**config.mk**
```make
export PLATFORM = sky130hd
export DESIGN_NAME = cpoc_output_control
export DESIGN_NICKNAME = d
export VERILOG_FILES = /design/src/design/cpoc_pkg.sv /design/src/design/cpoc_output_control.sv
export SDC_FILE = /design/constraint.sdc
export NUM_CORES = 1
export LEC_CHECK = 0
export ABC_AREA = 1
export BUFFER_PORTS_ARGS = -buffer_cell sky130_fd_sc_hd__buf_4
export CORE_MARGIN = 2
export CORE_UTILIZATION = 40
export CTS_CLUSTER_DIAMETER = 50
export DETAILED_ROUTE_END_ITERATION = 7
export GPL_TIMING_DRIVEN = 0
export MAX_ROUTING_LAYER = met4
export PLACE_DENSITY = 0.76
export SETUP_SLACK_MARGIN = 0.1
export SYNTH_ARGS = -nofsm -noshare
export SYNTH_HDL_FRONTEND = slang
export SYNTH_SLANG_ARGS = --single-unit
```
**constraint.sdc**
```tcl
create_clock -name aclk -period 1.67 [get_ports aclk]
set_clock_uncertainty 0.2 [all_clocks]
set_input_delay 0.501 -clock aclk [delete_from_list [all_inputs] [get_ports aclk]]
set_output_delay 0.501 -clock aclk [all_outputs]
set_load 0.01 [all_outputs]
```
**src/design/cpoc_pkg.sv**
```systemverilog
// Package for the compare output-control stage: register map, fields, state carrier
package cpoc_pkg;

  // Multi-output variant carries mode, B/D/F polarity and B/D/F shutdown fields
  localparam logic        MULTI_OUTPUT   = 1'b1;

  localparam logic [7:0]  ADDR_CTRL      = 8'h00;
  localparam logic [7:0]  ADDR_STATUS    = 8'h04;

  localparam int          HOLD_BIT       = 15;
  localparam int          OSC_LSB        = 12;
  localparam int          MODE_LSB       = 8;
  localparam int          POL_ACE_BIT    = 5;
  localparam int          POL_BDF_BIT    = 4;
  localparam int          SSA_LSB        = 2;
  localparam int          SSB_LSB        = 0;

  localparam logic [15:0] CTRL_RESET     = 16'h0000;
  localparam logic [15:0] CTRL_WMASK     = MULTI_OUTPUT ? 16'hf73f : 16'hf02c;

  localparam logic [2:0]  MODE_SINGLE    = 3'h0;
  localparam logic [2:0]  MODE_PUSHPULL  = 3'h1;
  localparam logic [2:0]  MODE_HALF      = 3'h2;
  localparam logic [2:0]  MODE_BDC_REV   = 3'h4;
  localparam logic [2:0]  MODE_BDC_FWD   = 3'h5;
  localparam logic [2:0]  MODE_SCAN      = 3'h6;
  localparam logic [2:0]  MODE_RESERVED  = 3'h7;
  localparam logic [2:0]  SCAN_LAST      = 3'h5;

  localparam logic [1:0]  SHUT_ACTIVE    = 2'h3;
  localparam logic [1:0]  SHUT_INACTIVE  = 2'h2;

  localparam logic [1:0]  RESP_OKAY      = 2'h0;
  localparam logic [1:0]  RESP_SLVERR    = 2'h2;

  typedef struct packed {
    logic [5:0] level;
    logic [5:0] oe_n;
  } cpoc_pins_t;

  typedef struct packed {
    logic [15:0] ctrl;
    logic        triggered;
    logic        os_active;
    logic [2:0]  os_rem;
    logic        pp_phase;
    logic [2:0]  scan_idx;
    logic        shut_active;
    cpoc_pins_t  pins;
    logic        awready;
    logic        wready;
    logic        aw_got;
    logic        w_got;
    logic [7:0]  waddr;
    logic [15:0] wdata;
    logic [1:0]  wstrb;
    logic        bvalid;
    logic [1:0]  bresp;
    logic        arready;
    logic        rvalid;
    logic [1:0]  rresp;
    logic [31:0] rdata;
  } cpoc_state_t;

endpackage

```
**src/design/cpoc_output_control.sv**
```systemverilog
// Output-control stage of a compare/PWM unit with an AXI4-Lite register slave
//
// Our own choices: the AXI4-Lite register port and the register offsets.
`timescale 1ns/1ps
`default_nettype none

// How it works
// - With hold bit set in triggered mode and no shutdown, enabled pins stay undriven until a trigger.
// - Mode field picks single, push-pull, half-bridge, brush DC, scan; 111 reserved.
// - Each group polarity bit makes its A/C/E or B/D/F pins active-low when set.
// - On shutdown A/C/E pins go active for 11, inactive for 10, tri-state for 0x.
// - On shutdown B/D/F pins go inactive for 10, high impedance for 0x.
// - Mode, B/D/F polarity and B/D/F shutdown fields exist only in multi-output variant.
module cpoc_output_control
  import cpoc_pkg::*;
(
  input  wire logic              aclk,
  input  wire logic              aresetn,
  input  wire logic [7:0]        s_axi_awaddr,
  input  wire logic              s_axi_awvalid,
  output var  logic              s_axi_awready,
  input  wire logic [31:0]       s_axi_wdata,
  input  wire logic [3:0]        s_axi_wstrb,
  input  wire logic              s_axi_wvalid,
  output var  logic              s_axi_wready,
  output var  logic [1:0]        s_axi_bresp,
  output var  logic              s_axi_bvalid,
  input  wire logic              s_axi_bready,
  input  wire logic [7:0]        s_axi_araddr,
  input  wire logic              s_axi_arvalid,
  output var  logic              s_axi_arready,
  output var  logic [31:0]       s_axi_rdata,
  output var  logic [1:0]        s_axi_rresp,
  output var  logic              s_axi_rvalid,
  input  wire logic              s_axi_rready,
  input  wire logic              time_base_tick,
  input  wire logic              pwm_level,
  input  wire logic              one_shot_start,
  input  wire logic              triggered_mode_enable,
  input  wire logic              trigger_in,
  input  wire logic              shutdown_in,
  output var  cpoc_pkg::cpoc_pins_t pins,
  output var  logic              one_shot_active
);
  import cpoc_pkg::*;

  cpoc_state_t st_reg;
  cpoc_state_t st_next;

  // Shutdown drive for one pin group: bit 1 is level, bit 0 is oe_n
  function automatic logic [1:0] shut_drive(input logic [1:0] code, input logic pol);
    if (code == SHUT_ACTIVE) begin
      shut_drive = {~pol, 1'b0};
    end else if (code == SHUT_INACTIVE) begin
      shut_drive = {pol, 1'b0};
    end else begin
      shut_drive = {pol, 1'b1};
    end
  endfunction

  logic [2:0]  mode;
  logic [2:0]  osc;
  logic        hold_en;
  logic        pol_ace;
  logic        pol_bdf;
  logic [1:0]  ssa;
  logic [1:0]  ssb;
  logic        hold_off;
  logic        take_aw;
  logic        take_w;
  logic [7:0]  wr_addr;
  logic [15:0] wr_data;
  logic [1:0]  wr_strb;
  logic [5:0]  act;
  logic [5:0]  drv;
  logic [1:0]  sa;
  logic [1:0]  sb;

  assign mode    = st_reg.ctrl[MODE_LSB +: 3];
  assign osc     = st_reg.ctrl[OSC_LSB +: 3];
  assign hold_en = st_reg.ctrl[HOLD_BIT];
  assign pol_ace = st_reg.ctrl[POL_ACE_BIT];
  assign pol_bdf = st_reg.ctrl[POL_BDF_BIT];
  assign ssa     = st_reg.ctrl[SSA_LSB +: 2];
  assign ssb     = st_reg.ctrl[SSB_LSB +: 2];
  assign hold_off = hold_en && triggered_mode_enable && !st_reg.triggered;

  ////////////////////////////////////////////////////////////////////////////////
  always_comb begin
    st_next = st_reg;
    act     = 6'h00;
    drv     = 6'h00;
    sa      = 2'h0;
    sb      = 2'h0;

    // Register bus: address and data are taken in either order
    take_aw = s_axi_awvalid && st_reg.awready;
    take_w  = s_axi_wvalid && st_reg.wready;
    if (take_aw) begin
      st_next.aw_got = 1'b1;
      st_next.waddr  = s_axi_awaddr;
    end
    if (take_w) begin
      st_next.w_got = 1'b1;
      st_next.wdata = s_axi_wdata[15:0];
      st_next.wstrb = s_axi_wstrb[1:0];
    end
    wr_addr = take_aw ? s_axi_awaddr : st_reg.waddr;
    wr_data = take_w ? s_axi_wdata[15:0] : st_reg.wdata;
    wr_strb = take_w ? s_axi_wstrb[1:0] : st_reg.wstrb;
    if (st_next.aw_got && st_next.w_got) begin
      st_next.aw_got = 1'b0;
      st_next.w_got  = 1'b0;
      st_next.bvalid = 1'b1;
      st_next.bresp  = RESP_OKAY;
      if (wr_addr[7:2] == ADDR_CTRL[7:2]) begin
        // Bits absent from this variant never take a write
        if (wr_strb[0]) begin
          st_next.ctrl[7:0] = wr_data[7:0] & CTRL_WMASK[7:0];
        end
        if (wr_strb[1]) begin
          st_next.ctrl[15:8] = wr_data[15:8] & CTRL_WMASK[15:8];
        end
      end else if (wr_addr[7:2] != ADDR_STATUS[7:2]) begin
        st_next.bresp = RESP_SLVERR;
      end
    end
    if (st_reg.bvalid && s_axi_bready) begin
      st_next.bvalid = 1'b0;
    end
    st_next.awready = !st_next.aw_got && !st_next.bvalid;
    st_next.wready  = !st_next.w_got && !st_next.bvalid;

    if (s_axi_arvalid && st_reg.arready) begin
      st_next.rvalid = 1'b1;
      st_next.rresp  = RESP_OKAY;
      st_next.rdata  = 32'h0000_0000;
      if (s_axi_araddr[7:2] == ADDR_CTRL[7:2]) begin
        st_next.rdata[15:0] = st_reg.ctrl;
      end else if (s_axi_araddr[7:2] == ADDR_STATUS[7:2]) begin
        st_next.rdata[21:0] = {st_reg.shut_active, st_reg.triggered, st_reg.os_active,
                               st_reg.os_rem, st_reg.pins.level, st_reg.pins.oe_n, st_reg.scan_idx, st_reg.pp_phase};
      end else begin
        st_next.rresp = RESP_SLVERR;
      end
    end else if (st_reg.rvalid && s_axi_rready) begin
      st_next.rvalid = 1'b0;
    end
    st_next.arready = !st_next.rvalid;

    // Trigger latch; a trigger in the same cycle as leaving triggered mode still wins
    if (trigger_in) begin
      st_next.triggered = 1'b1;
    end else if (!triggered_mode_enable) begin
      st_next.triggered = 1'b0;
    end

    // One-shot stretch; a restart while running is ignored
    if (!st_reg.os_active) begin
      if (one_shot_start) begin
        st_next.os_active = 1'b1;
        st_next.os_rem    = osc;
      end
    end else if (time_base_tick) begin
      if (st_reg.os_rem == 3'h0) begin
        st_next.os_active = 1'b0;
      end else begin
        st_next.os_rem = st_reg.os_rem - 3'h1;
      end
    end

    if (time_base_tick) begin
      st_next.pp_phase = !st_reg.pp_phase;
      st_next.scan_idx = (st_reg.scan_idx == SCAN_LAST) ? 3'h0 : st_reg.scan_idx + 3'h1;
    end

    // Nominal activity per pin: A=0, B=1, C=2, D=3, E=4, F=5
    case (mode)
      MODE_SINGLE: begin
        drv    = 6'h01;
        act[0] = pwm_level;
      end
      MODE_PUSHPULL: begin
        drv    = 6'h03;
        act[0] = pwm_level && !st_reg.pp_phase;
        act[1] = pwm_level && st_reg.pp_phase;
      end
      MODE_HALF: begin
        drv    = 6'h03;
        act[0] = pwm_level;
        act[1] = !pwm_level;
      end
      MODE_BDC_REV: begin
        drv    = 6'h0f;
        act[2] = 1'b1;
        act[1] = pwm_level;
      end
      MODE_BDC_FWD: begin
        drv    = 6'h0f;
        act[0] = 1'b1;
        act[3] = pwm_level;
      end
      MODE_SCAN: begin
        drv               = 6'h3f;
        act[st_reg.scan_idx] = pwm_level;
      end
      default: begin
        // Reserved code leaves every pin undriven
        drv = 6'h00;
      end
    endcase

    st_next.shut_active = shutdown_in;
    sa = shut_drive(ssa, pol_ace);
    sb = shut_drive(ssb, pol_bdf);
    for (int i = 0; i < 6; i++) begin
      if (shutdown_in) begin
        // Registered, so the shutdown state lands on the edge after detection
        st_next.pins.level[i] = i[0] ? sb[1] : sa[1];
        st_next.pins.oe_n[i]  = i[0] ? sb[0] : sa[0];
      end else begin
        st_next.pins.level[i] = act[i] ^ (i[0] ? pol_bdf : pol_ace);
        st_next.pins.oe_n[i]  = !drv[i] || hold_off;
      end
    end
  end

  ////////////////////////////////////////////////////////////////////////////////
  always_ff @(posedge aclk) begin
    if (!aresetn) begin
      st_reg <= '0;
      st_reg.ctrl <= CTRL_RESET;
      st_reg.pins.oe_n <= 6'h3f;
    end else begin
      st_reg <= st_next;
    end
  end

  assign s_axi_awready   = st_reg.awready;
  assign s_axi_wready    = st_reg.wready;
  assign s_axi_bvalid    = st_reg.bvalid;
  assign s_axi_bresp     = st_reg.bresp;
  assign s_axi_arready   = st_reg.arready;
  assign s_axi_rvalid    = st_reg.rvalid;
  assign s_axi_rresp     = st_reg.rresp;
  assign s_axi_rdata     = st_reg.rdata;
  assign pins            = st_reg.pins;
  assign one_shot_active = st_reg.os_active;

  ////////////////////////////////////////////////////////////////////////////////
  // Helper: ticks counted over one one-shot event, and the count it started with
  logic [3:0] os_ticks_reg;
  logic [2:0] os_len_reg;
  always_ff @(posedge aclk) begin
    if (!aresetn) begin
      os_ticks_reg <= 4'h0;
      os_len_reg   <= 3'h0;
    end else if (!st_reg.os_active && one_shot_start) begin
      os_ticks_reg <= 4'h0;
      os_len_reg   <= osc;
    end else if (st_reg.os_active && time_base_tick) begin
      os_ticks_reg <= os_ticks_reg + 4'h1;
    end
  end
endmodule

`default_nettype wire

```
==> metrics.yaml, run 1 <==
numPortBuffers: 79
p_per_area_mw_per_mm2: 867
cts_tree: "built"
maxClockFrequency_mhz: 586
n_antenna_cell: 0
arrival_ns: 1.80
cts_hold_buf: 0
htreeDepth: 3
grt_max_degree: 16
clockRootBuffer: "clkbuf_8"
placedInstanceArea_mm2: 0.00503
r2r_cells: 9
largest_register_ffs: 32
max_stage_delay_ns: 0.39
hold_path_class: "in -> reg"
grtUsageTotal_pct: 19.2
holdWs_ns: 0.174
final_nets: 758
cts.sinks: 87
required_ns: 1.76
rsz0062_at_grt: "true"
hpwl_mm: 7.71
synth.distinct_cells: 34
die_w_um: 106
clkTransAtPathRegs_ns: 0.09
r2r_start: "s_axi_awready$_SDFF_PN0_"
dp_cells: 820
drv_slew: 0
final_common_cell: "nand2_1"
ant_nets: 0
critPathTopFamily: "simple AND/OR/NAND/NOR gates"
r2r_setup_slack_ns: -0.04
postLayoutCoreUtil_pct: 54.8
drt_pass1_iterations: 4
post-route-drc-count: 0
grt_pass1_vias: 3608
routedLengthMet1_mm: 4.47
start_kind: "flop"
synthToLayoutAreaGrowth_pct: 34.0
yosysWarningCount: 0
path_buf_inv: 1
hold_start: "trigger_in"
layout-drive-gt1-share_pct: 35.1
rows: 37
grt_pass1_wl_mm: 16.8
grt_remaining_overflow: 0
final.fill_count: 963
worst_pin_slew_ns: 0.585
worstHoldPathCells: 3
wl_per_cell_um: 12.4
irDropWorstVdd_uv: 555
finalHoldViolCount: 0
crit_path_end_kind: "flop"
cts_buffers: 9
outcome: "finished with violations"
vias: 3989
slew_headroom_pct: 61.0
via_per_inst: 4.79
r2r_end: "pol_ace$_SDFFE_PN0P_"
dr_wl_met3_um: 677
violations: "setup timing"
period_share_pct: 102
met2WireLength_mm: 5.08
finalInstanceArea_mm2: 0.00561
layout.cells.non_filler: 832
fin_ws_ns: -0.0369
insertion_delay_ns: 0.36
finalSetupViolations: 14
synth_seq_cells: 87
synthCells: 594
maxCapViolations: 0
fin_crit_ns: 1.71
antenna_found_initial: 0
p_leak_uw: 0.00264
die_y_um: 106
wirelength_mm: 10.4
whs_endpoint: "st_reg[90]$_SDFFE_PN0P_"
place.gp.congestion: 0.920
dieArea_mm2: 0.0113
start_util_pct: 40.9
synth_area_per_cell_um2: 7.04
highest_layer: "met4"
first_iter_violations: 221
crit_chain: "nand2_8 > buf_8 > o21ai_4 > nand2_2 > nor2_4 > nand2_4 > nor2_4 > nor2_1 > nor2_1"
io_pins: 119
mostFrequentLayoutCells: "nand2_1, nor2_1, buf_4"
cp_max_fo: 6
slowest_stage: "dfxtp_4"
core-area_mm2: 0.0102
cts_buffer_depth: 2
ys_seq_area_share_pct: 41.6
path_class: "reg -> reg"
syn_area_mm2: 0.00418
power by group:
part           internal [uW]  leakage [uW]  switching [uW]
logic                    486       0.00181             586
clock network            740      0.000103             765
registers               2210      0.000726            74.7
total                   3440       0.00264            1430
how the worst max path moves through the flow:
stage	endpoint	cells past startpoint	startpoint	slack [ns]
6_report	pol_ace$_SDFFE_PN0P_	9	s_axi_awready$_SDFF_PN0_	-0.04
5_1_grt	pol_ace$_SDFFE_PN0P_	9	s_axi_awready$_SDFF_PN0_	-0.13
4_1_cts	ssb[0]$_SDFFE_PN0P_	9	s_axi_awready$_SDFF_PN0_	-0.04
3_5_place_dp	pins[7]$_SDFF_PN0_	5	aresetn	-0.54
3_3_place_gp	pins[7]$_SDFF_PN0_	5	aresetn	-0.53
2_1_floorplan	ssb[1]$_SDFFE_PN0P_	8	s_axi_awvalid	-0.03
kinds of logic (layout without fill, tap and decap cells):
logic type / Yosys count / after routing / share of synthesized area, %
buffers and inverters: 148 / 239 / 18.0
AO/OA/AOI/OAI: 91 / 91 / 11.9
other: 1 / 12 / 0.0896
adder cells (fa/ha/maj): 2 / 2 / 0.598
XOR/XNOR: 2 / 2 / 0.419
flip-flops: 87 / 87 / 41.6
AND/OR/NAND/NOR: 262 / 262 / 27.1
multiplexers: 1 / 1 / 0.239
area by class of cell:
| cell class | instances | area (um2) | area share, % |
|---|---|---|---|
| Inverter | 78 | 305 | 5.44 |
| Clock inverter | 6 | 68.8 | 1.23 |
| Multi-Input combinational cell | 370 | 1860 | 33.1 |
| Sequential cell | 87 | 1800 | 32.1 |
| Timing Repair Buffer | 101 | 921 | 16.4 |
| Clock buffer | 10 | 138 | 2.45 |
| Buffer | 44 | 345 | 6.16 |
| Tap cell | 136 | 170 | 3.03 |
repair_timing:
action / 4_1_cts / 5_1_grt
resized for setup: 114 / 40
gates cloned: 3 / 0
setup buffers: 9 / 10
pin swaps: 11 / 9
setup endpoints to repair: 88 / 88
layer usage:
layer	vias to the layer above	GRT usage (%)
met3	12	3.43
met1	1799	23.6
met4	0	6.11
met5	-	-
met2	159	32.0
li1	2019	-
worst register-to-register path: stages, from the launching register on:
cell     delay, ns
dfxtp_4       0.39
nand2_8       0.07
buf_8         0.14
o21ai_4       0.13
nand2_2       0.09
nor2_4        0.20
nand2_4       0.12
nor2_4        0.16
nor2_1        0.07
nor2_1        0.08
stage by stage:
stage                     power (uW)  worst slack, ns  TNS (ns)
final                           4860          -0.0369    -0.350
after detailed placement        3220           -0.542    -21.13
after floorplan                 2930          -0.0298    -0.277
after CTS                       4840          -0.0419    -0.252
after global routing            5110           -0.127     -1.58
after global placement          3190           -0.527    -18.76
cell usage after synthesis (all sizes together):
| master | n | share of area [%] |
|---|---|---|
| o22ai | 13 | 1.9 |
| nor2 | 102 | 10 |
| nand4 | 17 | 2.5 |
| nand2 | 113 | 11 |
| o21ai | 45 | 5.7 |
| clkbuf | 12 | 1.1 |
| buf | 58 | 9.9 |
| xor2 | 1 | 0.21 |
| a21oi | 26 | 3.1 |
| conb | 1 | 0.090 |
| a31oi | 2 | 0.30 |
| mux2i | 1 | 0.24 |
| o21a | 1 | 0.18 |
| clkinv | 2 | 0.18 |
| dfxtp | 87 | 42 |
| ha | 2 | 0.60 |
| inv | 76 | 6.8 |
| nor3 | 4 | 0.60 |
| xnor2 | 1 | 0.21 |
| o211ai | 2 | 0.36 |
| nand3 | 26 | 3.1 |
| a211oi | 2 | 0.36 |
Note: power is estimated with default switching activity, not from simulation.
==> run 2, diff against run 1 <==
==> constraint.sdc (replaced) <==
create_clock -name aclk -period 1.67 [get_ports aclk]
set_clock_uncertainty 0.2 [all_clocks]
set_input_delay 0.167 -clock aclk [delete_from_list [all_inputs] [get_ports aclk]]
set_output_delay 0.167 -clock aclk [all_outputs]
set_load 0.01 [all_outputs]
==> metrics.yaml, run 2 (same netlist as run 1, synthesis figures left out) <==
seqPwrFrac_pct: 45.1  # was 47.0%
fin_crit_ns: 1.68  # was 1.71 ns
grt_pass1_wl_mm: 17.7  # was 16.8 mm
p_leak_uw: 0.00277  # was 0.00264 uW
fin_total_pwr_uw: 5040  # was 4860 uW
antenna_found_initial: 0  # unchanged
final.fill_count: 951  # was 963
io_pins: 119  # unchanged
finalHoldViolCount: 2  # was 0
wl_per_cell_um: 12.6  # was 12.4 um
clockPowerShare_pct: 33.6  # was 30.9%
arrival_ns: 1.77  # was 1.80 ns
worstHoldPathCells: 3  # unchanged
finalSetupViolations: 5  # was 14
whs_endpoint: "st_reg[62]$_SDFF_PN0_"  # was st_reg[90]$_SDFFE_PN0P_
cts.sinks: 87  # unchanged
irDropWorstVdd_uv: 647  # was 555 uV
ant_nets: 0  # unchanged
via_per_inst: 4.68  # was 4.79
n_antenna_cell: 0  # unchanged
dieArea_mm2: 0.0113  # unchanged
dp_cells: 820  # unchanged
numPortBuffers: 79  # unchanged
p_int_uw: 3670  # was 3440 uW
layout-drive-gt1-share_pct: 27.7  # was 35.1%
mostFrequentLayoutCells: "buf_4, nand2_1, nor2_1"  # was nand2_1, nor2_1, buf_4
holdWs_ns: -0.103  # was 0.174 ns
layout.cells.non_filler: 875  # was 832
slew_headroom_pct: 63.6  # was 61.0%
hold_start: "s_axi_awaddr[5]"  # was trigger_in
r2r_setup_slack_ns: -0.005  # was -0.04 ns
grt_max_degree: 14  # was 16
grt_remaining_overflow: 0  # unchanged
cts_buffer_depth: 2  # unchanged
violations: "hold timing, setup timing"  # was setup timing
wirelength_mm: 11.1  # was 10.4 mm
clockRootBuffer: "clkbuf_8"  # unchanged
post-route-drc-count: 0  # unchanged
outcome: "finished with violations"  # unchanged
required_ns: 1.76  # about the same
insertion_delay_ns: 0.36  # about the same
placedInstanceArea_mm2: 0.00500  # was 0.00503 mm2
start_kind: "flop"  # unchanged
die_w_um: 106  # unchanged
rsz0062_at_grt: "true"  # unchanged
vias: 4098  # was 3989
die_y_um: 106  # unchanged
r2r_cells: 9  # unchanged
grt_pass1_vias: 3885  # was 3608
finalInstanceArea_mm2: 0.00574  # was 0.00561 mm2
maxClockFrequency_mhz: 597  # was 586 MHz
maxCapViolations: 0  # unchanged
first_iter_violations: 244  # was 221
r2r_end: "ssa[1]$_SDFFE_PN0P_"  # was pol_ace$_SDFFE_PN0P_
swShare_pct: 27.2  # was 29.3%
period_share_pct: 100  # was 102%
synthToLayoutAreaGrowth_pct: 37.3  # was 34.0%
core-area_mm2: 0.0102  # unchanged
cts_tree: "built"  # unchanged
slowest_stage: "dfxtp_2"  # was dfxtp_4
hpwl_mm: 7.77  # was 7.71 mm
crit_path_end_kind: "flop"  # unchanged
cp_max_fo: 6  # unchanged
cts_buffers: 9  # unchanged
power_frac_comb_pct: 21.3  # was 22.0%
worst_pin_slew_ns: 0.546  # was 0.585 ns
clkTransAtPathRegs_ns: 0.09  # about the same
final_common_cell: "buf_4"  # was nand2_1
rows: 37  # unchanged
seqCellArea_mm2: 0.00175  # was 0.00180 mm2
dp_slack_ns: -0.361  # was -0.542 ns
cts_hold_buf: 28  # was 0
crit_chain: "nand2_4 > buf_6 > o21ai_2 > nand2_2 > nor2_4 > nand2_4 > nor2_4 > nor2_1 > nor2_1"  # was nand2_8 > buf_8 > o21ai_4 > nand2_2 > nor2_4 > nand2_4 > nor2_4 > nor2_1 > nor2_1
drv_slew: 0  # unchanged
r2r_start: "s_axi_awready$_SDFF_PN0_"  # unchanged
grtUsageTotal_pct: 20.0  # was 19.2%
fin_ws_ns: -0.00500  # was -0.0369 ns
p_per_area_mw_per_mm2: 878  # was 867 mW/mm2
htreeDepth: 3  # unchanged
hold_path_class: "in -> reg"  # unchanged
max_stage_delay_ns: 0.36  # was 0.39 ns
drt_pass1_iterations: 5  # was 4
path_class: "reg -> reg"  # unchanged
final_nets: 802  # was 758
place.gp.congestion: 0.919  # was 0.920
p_switching_uw: 1370  # was 1430 uW
start_util_pct: 40.9  # unchanged
largest_register_ffs: 32  # unchanged
multi_input_area_mm2: 0.00184  # was 0.00186 mm2
-- run 2: cell types whose count changed in the layout (fill, tap and decap cells not counted), sizes merged --
cell	previous run	this run
dlygate4sd3	0	27
clkinv	4	2
clkbuf	20	21
clkinvlp	3	2
buf	135	150
bufinv	1	3
dlymetal6s4s	0	1
-- run 2: how the worst max path moves through the flow --
stage	slack [ns]	end	depth (start not counted)	startpoint
after floorplan	0.1	ssb[1]$_SDFFE_PN0P_	8	s_axi_awready$_SDFF_PN0_
after global placement	-0.37	pins[7]$_SDFF_PN0_	5	aresetn
after detailed placement	-0.36	pins[7]$_SDFF_PN0_	5	aresetn
after CTS	0.03	mode[0]$_SDFFE_PN0P_	9	s_axi_awready$_SDFF_PN0_
after global routing	-0.12	osc[0]$_SDFFE_PN0P_	10	s_axi_awready$_SDFF_PN0_
final	-0.005	ssa[1]$_SDFFE_PN0P_	9	s_axi_awready$_SDFF_PN0_
-- run 2: worst max-delay path, delay by kind of cell, from the launching register on --
| kind | cells | cell delay, ns |
|---|---|---|
| buf+inv | 1 | 0.14 |
| compound gates | 1 | 0.18 |
| simple gates | 7 | 0.73 |
| flops | 1 | 0.36 |
-- run 2: cell type report --
class	instances	area share, %
buffer	70	8.58
inverter	78	5.25
timing repair buffer	118	16.8
sequential	87	30.4
clock buffer	11	2.29
multi-input combinational	370	32.0
timing repair inverter	1	0.131
clock inverter	4	1.66
tap	136	2.96
-- run 2: power groups by stage --
stage               clock network, uW  registers [uW]  logic (uW)
floorplan                           0            2310         609
global placement                    0            2310         862
detailed placement                  0            2320         887
CTS                              1710            2270        1020
global route                     1800            2290        1190
finish                           1700            2280        1070
-- run 2: repair_timing --
| action | CTS | global route |
|---|---|---|
| buffers inserted | 6 | 4 |
| setup endpoints to repair | 40 | 55 |
| cloned | 1 | 1 |
| endpoints found under the hold margin | 36 | 2 |
| gates resized for setup | 22 | 35 |
| pin swaps | 6 | 7 |
-- run 2: per-stage QoR --
step	setup TNS (ns)	utilization [%]
5_1_grt	-1.25	56.1
2_1_floorplan	0	-
3_3_place_gp	-6.08	48.9
4_1_cts	0	55.0
3_5_place_dp	-7.02	48.9
6_report	-0.0144	56.1
-- run 2: routing by layer --
layer,GRT usage (%),routed length (um)
met1,23.5,4730
met2,35.2,5550
met3,3.62,630
met4,5.64,149
met5,-,0
